**config.mk**
```make
export PLATFORM = sky130hd
export DESIGN_NAME = tc0_timer_core
export DESIGN_NICKNAME = d
export VERILOG_FILES = /design/src/pkg/tc0_pkg.sv /design/src/core/tc0_tick_gen.sv /design/src/core/tc0_timer_core.sv
export SDC_FILE = /design/constraint.sdc
export NUM_CORES = 1
export LEC_CHECK = 0
export BUFFER_PORTS_ARGS = -buffer_cell sky130_fd_sc_hd__buf_2
export CAP_MARGIN = 5
export CORE_MARGIN = 2
export CORE_UTILIZATION = 35
export CTS_BUF_LIST = sky130_fd_sc_hd__clkbuf_8
export CTS_CLUSTER_DIAMETER = 30
export DETAILED_ROUTE_END_ITERATION = 7
export PLACE_DENSITY = 0.54
export REMOVE_ABC_BUFFERS = 1
export SYNTH_ARGS = -nofsm -noshare
export SYNTH_HDL_FRONTEND = slang
export SYNTH_HIERARCHICAL = 1
export SYNTH_SLANG_ARGS = --single-unit
```
**constraint.sdc**
```tcl
create_clock -name aclk -period 3.75 [get_ports aclk]
set_input_delay 0 -clock aclk [delete_from_list [all_inputs] [get_ports aclk]]
set_output_delay 0 -clock aclk [all_outputs]
set_load 0.005 [all_outputs]
```
**src/pkg/tc0_pkg.sv**
```systemverilog
/*
  Shared constants of the 8-bit timer/counter core: register offsets,
  field positions, reset values, mode and action codes.
  Assumes a 32-bit AXI4-Lite register bus with one byte-wide register per word.
*/
package tc0_pkg;
  // Bus geometry and answers
  localparam int unsigned TC0_ADDR_W   = 6;
  localparam logic [1:0]  TC0_RESP_OK  = 2'h0;
  localparam logic [1:0]  TC0_RESP_ERR = 2'h2;
  // Register byte addresses
  localparam logic [5:0] TC0_OFF_CTRL_A = 6'h00;
  localparam logic [5:0] TC0_OFF_CTRL_B = 6'h04;
  localparam logic [5:0] TC0_OFF_COUNT  = 6'h08;
  localparam logic [5:0] TC0_OFF_CMP_A  = 6'h0C;
  localparam logic [5:0] TC0_OFF_CMP_B  = 6'h10;
  localparam logic [5:0] TC0_OFF_MASK   = 6'h14;
  localparam logic [5:0] TC0_OFF_FLAG   = 6'h18;
  localparam logic [5:0] TC0_OFF_POWER  = 6'h1C;
  // Field positions in control register A
  localparam int unsigned TC0_CA_ACT_A = 6;
  localparam int unsigned TC0_CA_ACT_B = 4;
  localparam int unsigned TC0_CA_WAVE  = 0;
  // Field positions in control register B
  localparam int unsigned TC0_CB_FORCE_A = 7;
  localparam int unsigned TC0_CB_FORCE_B = 6;
  localparam int unsigned TC0_CB_WAVE2   = 3;
  localparam int unsigned TC0_CB_CS      = 0;
  // Flag, mask and power bit positions
  localparam int unsigned TC0_FL_OVF   = 0;
  localparam int unsigned TC0_FL_CMP_A = 1;
  localparam int unsigned TC0_FL_CMP_B = 2;
  localparam int unsigned TC0_PWR_OFF  = 0;
  // Reset values
  localparam logic [7:0] TC0_RST_BYTE  = 8'h00;
  localparam logic [2:0] TC0_RST_FLAGS = 3'h0;
  localparam logic       TC0_RST_PWR   = 1'b0;
  // Count extremes
  localparam logic [7:0] TC0_BOTTOM = 8'h00;
  localparam logic [7:0] TC0_MAX    = 8'hFF;
  // Waveform mode codes
  localparam logic [2:0] TC0_WAVE_NORMAL = 3'h0;
  localparam logic [2:0] TC0_WAVE_CTC    = 3'h2;
  localparam logic [2:0] TC0_WAVE_FAST   = 3'h3;
  localparam logic [2:0] TC0_WAVE_FAST_A = 3'h7;
  // Compare output action codes
  localparam logic [1:0] TC0_ACT_NONE   = 2'h0;
  localparam logic [1:0] TC0_ACT_TOGGLE = 2'h1;
  localparam logic [1:0] TC0_ACT_CLEAR  = 2'h2;
  localparam logic [1:0] TC0_ACT_SET    = 2'h3;
  // Clock select codes and prescaler taps (log2 of the divisor)
  localparam logic [2:0]  TC0_CS_STOP     = 3'h0;
  localparam logic [2:0]  TC0_CS_DIV1     = 3'h1;
  localparam logic [2:0]  TC0_CS_DIV8     = 3'h2;
  localparam logic [2:0]  TC0_CS_DIV64    = 3'h3;
  localparam logic [2:0]  TC0_CS_DIV256   = 3'h4;
  localparam logic [2:0]  TC0_CS_DIV1024  = 3'h5;
  localparam logic [2:0]  TC0_CS_EXT_FALL = 3'h6;
  localparam int unsigned TC0_TAP_8       = 3;
  localparam int unsigned TC0_TAP_64      = 6;
  localparam int unsigned TC0_TAP_256     = 8;
  localparam int unsigned TC0_PRESCALE_W  = 10;
endpackage : tc0_pkg

```
**src/core/tc0_tick_gen.sv**
```systemverilog
/*
  Timer tick source: prescaler taps of the system clock or an edge of the
  external count input, one-cycle enable pulse out.
  Assumes the external count input is already synchronous to aclk.
*/
`timescale 1ns/1ps
`default_nettype none
module tc0_tick_gen
  import tc0_pkg::*;
#(
  parameter int unsigned PRESCALE_W = TC0_PRESCALE_W
)
(
  input  wire logic       aclk,
  input  wire logic       aresetn,
  input  wire logic [2:0] clock_select,
  input  wire logic       timer_power_off,
  input  wire logic       ext_count_input,
  output wire logic       timer_tick
);
  logic [PRESCALE_W-1:0] prescale;
  logic                  ext_prev;

  // Prescaler only runs while a source is chosen and power is on
  wire run = (clock_select != TC0_CS_STOP) && !timer_power_off;

  always_ff @(posedge aclk)
  begin
    if (!aresetn)
    begin
      prescale <= '0;
      ext_prev <= 1'b0;
    end
    else
    begin
      prescale <= run ? prescale + 1'b1 : '0;
      ext_prev <= ext_count_input;
    end
  end

  // Tap hits: all low bits of the prescaler set
  wire hit8    = &prescale[TC0_TAP_8-1:0];
  wire hit64   = &prescale[TC0_TAP_64-1:0];
  wire hit256  = &prescale[TC0_TAP_256-1:0];
  wire hit1024 = &prescale;
  wire ext_rise = ext_count_input & ~ext_prev;
  wire ext_fall = ~ext_count_input & ext_prev;

  // Source select; stop code gives no tick at all
  wire sel_tick =
    (clock_select == TC0_CS_STOP)     ? 1'b0 :
    (clock_select == TC0_CS_DIV1)     ? 1'b1 :
    (clock_select == TC0_CS_DIV8)     ? hit8 :
    (clock_select == TC0_CS_DIV64)    ? hit64 :
    (clock_select == TC0_CS_DIV256)   ? hit256 :
    (clock_select == TC0_CS_DIV1024)  ? hit1024 :
    (clock_select == TC0_CS_EXT_FALL) ? ext_fall : ext_rise;

  // Single-cycle enable, never a derived clock
  assign timer_tick = sel_tick & !timer_power_off;
endmodule : tc0_tick_gen
`default_nettype wire

```
**src/core/tc0_timer_core.sv**
```systemverilog
/*
  8-bit timer/counter with two output compare units, AXI4-Lite registers.
  Assumes one clock, synchronous active-low reset, synchronous pin inputs,
  and a CPU that acknowledges serviced interrupts on the ack inputs.
*/
// Local design decisions: the address map and the AXI4-Lite slave port.
`timescale 1ns/1ps
`default_nettype none
module tc0_timer_core
  import tc0_pkg::*;
#(
  parameter int unsigned PRESCALE_W = TC0_PRESCALE_W
)
(
  input  wire logic                  aclk,
  input  wire logic                  aresetn,
  input  wire logic [TC0_ADDR_W-1:0] s_axi_awaddr,
  input  wire logic                  s_axi_awvalid,
  output var  logic                  s_axi_awready,
  input  wire logic [31:0]           s_axi_wdata,
  input  wire logic [3:0]            s_axi_wstrb,
  input  wire logic                  s_axi_wvalid,
  output var  logic                  s_axi_wready,
  output var  logic [1:0]            s_axi_bresp,
  output var  logic                  s_axi_bvalid,
  input  wire logic                  s_axi_bready,
  input  wire logic [TC0_ADDR_W-1:0] s_axi_araddr,
  input  wire logic                  s_axi_arvalid,
  output var  logic                  s_axi_arready,
  output var  logic [31:0]           s_axi_rdata,
  output var  logic [1:0]            s_axi_rresp,
  output var  logic                  s_axi_rvalid,
  input  wire logic                  s_axi_rready,
  input  wire logic                  ext_count_input,
  input  wire logic                  irq_ack_overflow,
  input  wire logic                  irq_ack_compare_a,
  input  wire logic                  irq_ack_compare_b,
  output var  logic                  irq_overflow,
  output var  logic                  irq_compare_a,
  output var  logic                  irq_compare_b,
  output wire logic                  compare_out_a,
  output wire logic                  compare_out_b
);
  // Software-visible state
  logic [7:0] timer_ctrl_a;
  logic       waveform_mode_bit2;
  logic [2:0] clock_select;
  logic [7:0] count_value_reg;
  logic [7:0] cmp_buf [2];
  logic [7:0] cmp_act [2];
  logic [2:0] timer_mask_reg;
  logic [2:0] timer_flag_reg;
  logic       timer_power_off;

  // Internal state
  logic       count_down;
  logic       block_pending;
  logic [1:0] oc_state;
  logic [1:0] match_evt;

  // Bus slave state
  logic                  aw_full;
  logic                  w_full;
  logic [TC0_ADDR_W-1:0] waddr;
  logic [7:0]            wbyte;
  logic                  wlane;

  wire timer_tick;

  // Tick source
  tc0_tick_gen #(
    .PRESCALE_W (PRESCALE_W)
  ) u_tick (
    .aclk            (aclk),
    .aresetn         (aresetn),
    .clock_select    (clock_select),
    .timer_power_off (timer_power_off),
    .ext_count_input (ext_count_input),
    .timer_tick      (timer_tick)
  );

  // Write channel handshakes
  wire aw_take  = s_axi_awvalid & s_axi_awready;
  wire w_take   = s_axi_wvalid & s_axi_wready;
  wire do_write = aw_full & w_full & ~s_axi_bvalid;
  wire next_aw_full = (aw_full | aw_take) & ~do_write;
  wire next_w_full  = (w_full | w_take) & ~do_write;

  // Write decode; only the low byte lane holds register bits
  wire       wr_en   = do_write & wlane;
  wire       w_hit   = waddr[TC0_ADDR_W-1:2] <= TC0_OFF_POWER[TC0_ADDR_W-1:2];
  wire [5:0] wa      = {waddr[TC0_ADDR_W-1:2], 2'b00};
  wire wr_ctrl_a = wr_en & (wa == TC0_OFF_CTRL_A);
  wire wr_ctrl_b = wr_en & (wa == TC0_OFF_CTRL_B);
  wire wr_count  = wr_en & (wa == TC0_OFF_COUNT);
  wire wr_mask   = wr_en & (wa == TC0_OFF_MASK);
  wire wr_flag   = wr_en & (wa == TC0_OFF_FLAG);
  wire wr_power  = wr_en & (wa == TC0_OFF_POWER);
  wire [1:0] wr_cmp = {wr_en & (wa == TC0_OFF_CMP_B), wr_en & (wa == TC0_OFF_CMP_A)};
  wire [1:0] force_wr = {2{wr_ctrl_b}} & {wbyte[TC0_CB_FORCE_B], wbyte[TC0_CB_FORCE_A]};

  // Write channel control; one write in flight
  always_ff @(posedge aclk)
  begin
    if (!aresetn)
    begin
      aw_full       <= 1'b0;
      w_full        <= 1'b0;
      waddr         <= '0;
      wbyte         <= TC0_RST_BYTE;
      wlane         <= 1'b0;
      s_axi_awready <= 1'b0;
      s_axi_wready  <= 1'b0;
      s_axi_bvalid  <= 1'b0;
      s_axi_bresp   <= TC0_RESP_OK;
    end
    else
    begin
      aw_full       <= next_aw_full;
      w_full        <= next_w_full;
      s_axi_awready <= ~next_aw_full;
      s_axi_wready  <= ~next_w_full;
      if (aw_take)
        waddr <= s_axi_awaddr;
      if (w_take)
      begin
        wbyte <= s_axi_wdata[7:0];
        wlane <= s_axi_wstrb[0];
      end
      if (do_write)
      begin
        s_axi_bvalid <= 1'b1;
        s_axi_bresp  <= w_hit ? TC0_RESP_OK : TC0_RESP_ERR;
      end
      else if (s_axi_bready)
        s_axi_bvalid <= 1'b0;
    end
  end

  // Mode decode
  wire [2:0] waveform_mode = {waveform_mode_bit2, timer_ctrl_a[TC0_CA_WAVE +: 2]};
  wire is_pwm   = waveform_mode[0];
  wire is_fast  = waveform_mode[1:0] == TC0_WAVE_FAST[1:0];
  wire is_phase = is_pwm & ~is_fast;
  wire is_ctc   = waveform_mode == TC0_WAVE_CTC;
  wire top_is_a = waveform_mode[2] | is_ctc;

  // Extremes and top of sequence
  wire       at_bottom = count_value_reg == TC0_BOTTOM;
  wire       at_max    = count_value_reg == TC0_MAX;
  wire [7:0] top_value = top_is_a ? cmp_act[0] : TC0_MAX;
  wire       at_top    = count_value_reg == top_value;

  // Count sequence on a tick
  wire clear_now   = (is_fast | is_ctc) & at_top;
  wire next_down   = is_phase & (count_down ? ~at_bottom : at_top);
  wire [7:0] stepped = next_down ? count_value_reg - 8'h01 : count_value_reg + 8'h01;
  wire [7:0] next_count = clear_now ? TC0_BOTTOM : stepped;

  // Overflow point per mode
  wire ovf_evt = timer_tick & (is_phase ? (at_bottom & count_down)
                              : is_fast ? at_top : at_max);

  // Buffered compare copies at top in PWM modes
  wire buf_load = is_pwm & timer_tick & at_top;

  // Counter, direction and match blocking
  always_ff @(posedge aclk)
  begin
    if (!aresetn)
    begin
      count_value_reg <= TC0_RST_BYTE;
      count_down      <= 1'b0;
      block_pending   <= 1'b0;
    end
    else
    begin
      if (wr_count)
        count_value_reg <= wbyte;
      else if (timer_tick)
        count_value_reg <= next_count;
      if (!is_phase)
        count_down <= 1'b0;
      else if (timer_tick)
        count_down <= next_down;
      if (wr_count)
        block_pending <= 1'b1;
      else if (timer_tick)
        block_pending <= 1'b0;
    end
  end

  // Control registers
  always_ff @(posedge aclk)
  begin
    if (!aresetn)
    begin
      timer_ctrl_a       <= TC0_RST_BYTE;
      waveform_mode_bit2 <= 1'b0;
      clock_select       <= TC0_CS_STOP;
      timer_mask_reg     <= TC0_RST_FLAGS;
      timer_power_off    <= TC0_RST_PWR;
    end
    else
    begin
      if (wr_ctrl_a)
        timer_ctrl_a <= wbyte;
      if (wr_ctrl_b)
      begin
        waveform_mode_bit2 <= wbyte[TC0_CB_WAVE2];
        clock_select       <= wbyte[TC0_CB_CS +: 3];
      end
      if (wr_mask)
        timer_mask_reg <= wbyte[2:0];
      if (wr_power)
        timer_power_off <= wbyte[TC0_PWR_OFF];
    end
  end

  // Flags: set wins over clear by one-write or service
  wire [2:0] flag_set = {match_evt, ovf_evt};
  wire [2:0] flag_w1c = wr_flag ? wbyte[2:0] : 3'h0;
  wire [2:0] flag_ack = {irq_ack_compare_b, irq_ack_compare_a, irq_ack_overflow};
  wire [2:0] next_flag = (timer_flag_reg & ~(flag_w1c | flag_ack)) | flag_set;
  wire [2:0] next_irq  = next_flag & timer_mask_reg;

  always_ff @(posedge aclk)
  begin
    if (!aresetn)
    begin
      timer_flag_reg <= TC0_RST_FLAGS;
      irq_overflow   <= 1'b0;
      irq_compare_a  <= 1'b0;
      irq_compare_b  <= 1'b0;
    end
    else
    begin
      timer_flag_reg <= next_flag;
      irq_overflow   <= next_irq[TC0_FL_OVF];
      irq_compare_a  <= next_irq[TC0_FL_CMP_A];
      irq_compare_b  <= next_irq[TC0_FL_CMP_B];
    end
  end

  // Per-channel compare unit: buffer, match, waveform output
  genvar ch;
  generate
    for (ch = 0; ch < 2; ch++)
    begin : g_cmp
      wire [1:0] act = timer_ctrl_a[TC0_CA_ACT_A - 2*ch +: 2];
      wire       oc  = oc_state[ch];
      // Match every cycle; counted only on an unblocked tick
      wire       match = count_value_reg == cmp_act[ch];
      assign match_evt[ch] = timer_tick & match & ~(block_pending | wr_count);
      // Force acts only outside PWM and touches no flag or count
      wire       forced = force_wr[ch] & ~is_pwm;
      wire       np_hit = ~is_pwm & (match_evt[ch] | forced);
      wire       np_lvl = (act == TC0_ACT_TOGGLE) ? ~oc :
                          (act == TC0_ACT_SET)    ? 1'b1 :
                          (act == TC0_ACT_CLEAR)  ? 1'b0 : oc;
      // PWM: inverting choice, phase flips on the down slope
      wire       inv     = act == TC0_ACT_SET;
      wire       m_lvl   = inv ^ count_down;
      wire       at_bot  = timer_tick & is_fast & at_top;
      wire       pwm_on  = is_pwm & act[1];
      wire       pwm_tog = is_pwm & (act == TC0_ACT_TOGGLE) & (ch == 0) & waveform_mode[2];
      wire       next_oc = np_hit                   ? np_lvl :
                           (pwm_on & at_bot)        ? ~inv :
                           (pwm_on & match_evt[ch]) ? m_lvl :
                           (pwm_tog & match_evt[ch]) ? ~oc : oc;

      always_ff @(posedge aclk)
      begin
        if (!aresetn)
        begin
          cmp_buf[ch]  <= TC0_RST_BYTE;
          cmp_act[ch]  <= TC0_RST_BYTE;
          oc_state[ch] <= 1'b0;
        end
        else
        begin
          if (wr_cmp[ch])
            cmp_buf[ch] <= wbyte;
          if (wr_cmp[ch] && !is_pwm)
            cmp_act[ch] <= wbyte;
          else if (buf_load)
            cmp_act[ch] <= cmp_buf[ch];
          oc_state[ch] <= next_oc;
        end
      end
    end
  endgenerate

  assign compare_out_a = oc_state[0];
  assign compare_out_b = oc_state[1];

  // Read data selection; force strobes read as zero
  wire [TC0_ADDR_W-3:0] ridx = s_axi_araddr[TC0_ADDR_W-1:2];
  wire       r_hit = ridx <= TC0_OFF_POWER[TC0_ADDR_W-1:2];
  wire [5:0] ra    = {ridx, 2'b00};
  wire [7:0] ctrl_b_rd = {4'h0, waveform_mode_bit2, clock_select};
  wire [7:0] rd_byte =
    (ra == TC0_OFF_CTRL_A) ? timer_ctrl_a :
    (ra == TC0_OFF_CTRL_B) ? ctrl_b_rd :
    (ra == TC0_OFF_COUNT)  ? count_value_reg :
    (ra == TC0_OFF_CMP_A)  ? cmp_buf[0] :
    (ra == TC0_OFF_CMP_B)  ? cmp_buf[1] :
    (ra == TC0_OFF_MASK)   ? {5'h00, timer_mask_reg} :
    (ra == TC0_OFF_FLAG)   ? {5'h00, timer_flag_reg} :
    (ra == TC0_OFF_POWER)  ? {7'h00, timer_power_off} : 8'h00;

  // Read channel; one read in flight
  wire ar_take    = s_axi_arvalid & s_axi_arready;
  wire next_rbusy = (s_axi_rvalid & ~s_axi_rready) | ar_take;

  always_ff @(posedge aclk)
  begin
    if (!aresetn)
    begin
      s_axi_arready <= 1'b0;
      s_axi_rvalid  <= 1'b0;
      s_axi_rdata   <= 32'h0000_0000;
      s_axi_rresp   <= TC0_RESP_OK;
    end
    else
    begin
      s_axi_arready <= ~next_rbusy;
      s_axi_rvalid  <= next_rbusy;
      if (ar_take)
      begin
        s_axi_rdata <= {24'h00_0000, r_hit ? rd_byte : 8'h00};
        s_axi_rresp <= r_hit ? TC0_RESP_OK : TC0_RESP_ERR;
      end
    end
  end
endmodule : tc0_timer_core
`default_nettype wire

```
==> reports/qor.csv <==
stage,metric,value,unit
outcome,status,"complete, no violations",
clock_tree,Sink Count,107,
clock_tree,CTS root buf,clkbuf_8,
clock_tree,Setup Buffers After CTS,0,
synthesis,asr flop ratio synth,0,
clock_tree,CTS tree,done,
critical_path,cell mode on critical path,a21oi_1,
critical_path,Crit Reg-Reg Startpoint,count_value_reg[0],
floorplan,Initial Util,0.359,
critical_path,FF-to-FF setup slack,0.54,ns
synthesis,synthesized area,0.00572,sq mm
critical_path,"Slowest-stage cell, CP",dfxtp_1,
global_route,M3 GR Usage,0.0281,
cells_and_area,Final Cell Area,0.00648,sq mm
cells_and_area,ratio of cells with drive above 1 in the final layout,0.134,
global_route,first-pass GRT wire length,24600,um
clock_tree,clk_lat worst skew,0.39,ns
cells_and_area,area grow syn2layout,13.2,%
critical_path,Critical Path Fanout Max,9,
critical_path,Worst Path Required,4.06,ns
critical_path,worst setup path start,count_value_reg[0],
critical_path,CP Buf/Inv Count,3,
route,Iter 0 DRT Violations,252,
critical_path,startpoint types,flop,
timing,Final period util,0.856,
critical_path,cell depth of the worst setup path,13,
pwr,P per Cell Area,320,mW/mm^2
critical_path,Crit path arrival time,3.52,ns
global_route,global-route met1 utilization,0.231,
route,post-DR vias/cell,5.23,
pwr,Static Leakage,2.46,nW
global_route,Overflow after GRT,0,
placed_design,area post-placement,0.00608,sq mm
floorplan,Die X,132,um
floorplan,Ports,105,
critical_path,RR Endpoint,count_value_reg[7],
route,via count,4695,
timing,Slew headroom,0.471,
global_route,met2 Track Usage GR,0.301,
synthesis,register area share after synthesis,0.430,
synthesis,Avg Inst Size Synth,9.29,sq um
timing,RSZ-0062 raised after global routing,no,
synthesis,Post-synth EDFFs,32,
floorplan,die height,132,um
clock_tree,total CTS buffers,9,
route,DRT Pass-1 Iters,5,
cells_and_area,Final Util,0.407,
route,ANT nets after route,0,
placed_design,Inst Count DP,859,
critical_path,CP Cell Sequence,inv_1 -> a2111oi_2 -> a21oi_1 -> nor3_1 -> buf_4 -> ha_1 -> inv_1 -> o21ai_0 -> a21oi_1 -> o21bai_1 -> a21oi_1 -> or4b_1 -> o211ai_1,
timing,Tightest Pin Transition,0.793,ns
timing,skew final,0.00536,ns
critical_path,"CP delay by family, top",compound AO/OA/AOI/OAI gates,
flow_run,Max Cap Violations,0,
pwr,Final Total Pwr,2.07,mW
clock_tree,cts repair resizes,0,
floorplan,# rows,46,
timing,"Slew Viols, Final",0,
synthesis,number of synthesis warnings,6,
cells_and_area,nets@finish,748,
timing,setup TNS,0,ns
cells_and_area,final std cells w/o fill,898,
global_route,GRT Util Overall,0.181,
timing,FMAX,311,MHz
critical_path,Reg2Reg Depth,13,
clock_tree,H-tree levels,3,
placed_design,IO Port Bufs,47,
placed_design,worst slack at placement,0.582,ns
route,detailed-route DRC error count,0,
placed_design,gpl congestion,0.939,
global_route,GRT Max-Usage Layer,met2,
synthesis,Synth Flop Type,dfxtp_1,
timing,Final Hold Vio Count,0,
global_route,largest net degree at the start of global routing,31,
global_route,number of global-route vias before repair,4574,
synthesis,Mapped Cells,616,
cells_and_area,Regs by FF count,"cmp_act: 16 flops, cmp_buf: 16 flops, u_tick/prescale: 10 flops",
critical_path,max incr delay on CP,0.62,ns
clock_tree,clock tree buffer depth,2,
placed_design,Post-DP HPWL,11000,um
timing,# setup viols final,0,
clock_tree,clock input transition at the sequential cells of the worst setup and hold paths,0.10,ns
critical_path,crit path to,count_value_reg[7],
critical_path,Setup crit end kind,flop,
worst_hold_path,Hold WC Path Type,input pin to flop,
synthesis,register bit total from synthesis,107,
route,DR WL/cell,16.9,um
timing,post-route minimum period,3.21,ns
global_route,initial antenna violation count,1,
timing,Hold WS,0.0357,ns
floorplan,total core area,0.0159,sq mm
timing,Final Worst Setup Slack,0.538,ns
pwr,VDD IR max,0.000158,V
floorplan,die area,0.0174,sq mm
route,drt total wl,15200,um
clock_tree,hold-fix buffers at CTS,22,
critical_path,CP Class,flop to flop,
synthesis,Unique masters post-synth,70,
## layout make-up
type                    instances  area (sq um)
fillers                      1601          9460
repair buffers                 79           531
multi-input cells             456          2950
clock inverters                 6          40.0
well taps                     216           270
clock buffers                  10           138
flip-flops and latches        107          2460
diodes                          1          2.50
inverters                      23          86.3
## cell families after synthesis
kind of cell	synth area share
multiplexers	0.0444
adder cells (fa/ha/maj)	0.0297
other	0.000655
AND/OR/NAND/NOR	0.218
flip-flops	0.430
XOR/XNOR	0.0321
AO/OA/AOI/OAI	0.174
buffers and inverters	0.0704
## synth_stat cells (all sizes together), types with 15 or more instances
cell type | n | share of area
a21oi | 51 | 0.045
a22o | 16 | 0.024
and2 | 27 | 0.030
buf | 37 | 0.043
clkbuf | 18 | 0.012
dfxtp | 75 | 0.26
edfxtp | 32 | 0.17
inv | 22 | 0.014
mux2i | 22 | 0.038
nand2 | 54 | 0.035
nand3 | 15 | 0.014
nor2 | 55 | 0.036
o21ai | 19 | 0.017
## where the power goes
| group | internal, mW | leakage [nW] | switching, mW | total [mW] |
|---|---|---|---|---|
| clock network | 0.260 | 0.0941 | 0.409 | 0.669 |
| logic | 0.0610 | 1.42 | 0.0872 | 0.148 |
| registers | 1.22 | 0.938 | 0.0367 | 1.25 |
## cell usage in the layout, fill, tap and decap left out, types with 16 or more instances in the layout
| cell | Yosys | final |
|---|---|---|
| dfxtp_1 | 75 | 75 |
| nor2_1 | 55 | 55 |
| nand2_1 | 54 | 54 |
| a21oi_1 | 51 | 51 |
| buf_2 | 4 | 47 |
| edfxtp_1 | 32 | 32 |
| and2_1 | 27 | 27 |
| conb_1 | 1 | 26 |
| mux2i_1 | 22 | 22 |
| dlygate4sd3_1 | 0 | 22 |
| inv_1 | 22 | 21 |
| o21ai_0 | 19 | 19 |
| a22o_1 | 16 | 16 |
## worst min-delay path by stage
stage	start	endpoint	depth (start not counted)
3_3_place_gp	ext_count_input	u_tick/ext_prev	2
2_1_floorplan	aresetn	timer_flag_reg[0]	1
5_1_grt	irq_ack_overflow	timer_flag_reg[0]	4
3_5_place_dp	ext_count_input	u_tick/ext_prev	2
4_1_cts	irq_ack_overflow	timer_flag_reg[0]	4
6_report	irq_ack_compare_a	timer_flag_reg[1]	4
## layer usage
metal	wire length, um	share of wire	vias to the layer above
li1	-	-	2279
met1	6730	0.44	2247
met2	7320	0.48	144
met3	773	0.051	25
met4	394	0.026	0
met5	0	0	-
## worst reg2reg max path, cell delays in order, from the launching register on
cell and delay (ns):
dfxtp_1 0.62, inv_1 0.17, a2111oi_2 0.46, a21oi_1 0.12, nor3_1 0.15, buf_4 0.21, ha_1 0.19, inv_1 0.06
o21ai_0 0.18, a21oi_1 0.13, o21bai_1 0.14, a21oi_1 0.11, or4b_1 0.50, o211ai_1 0.11
Power figures use the tool's default switching activity.
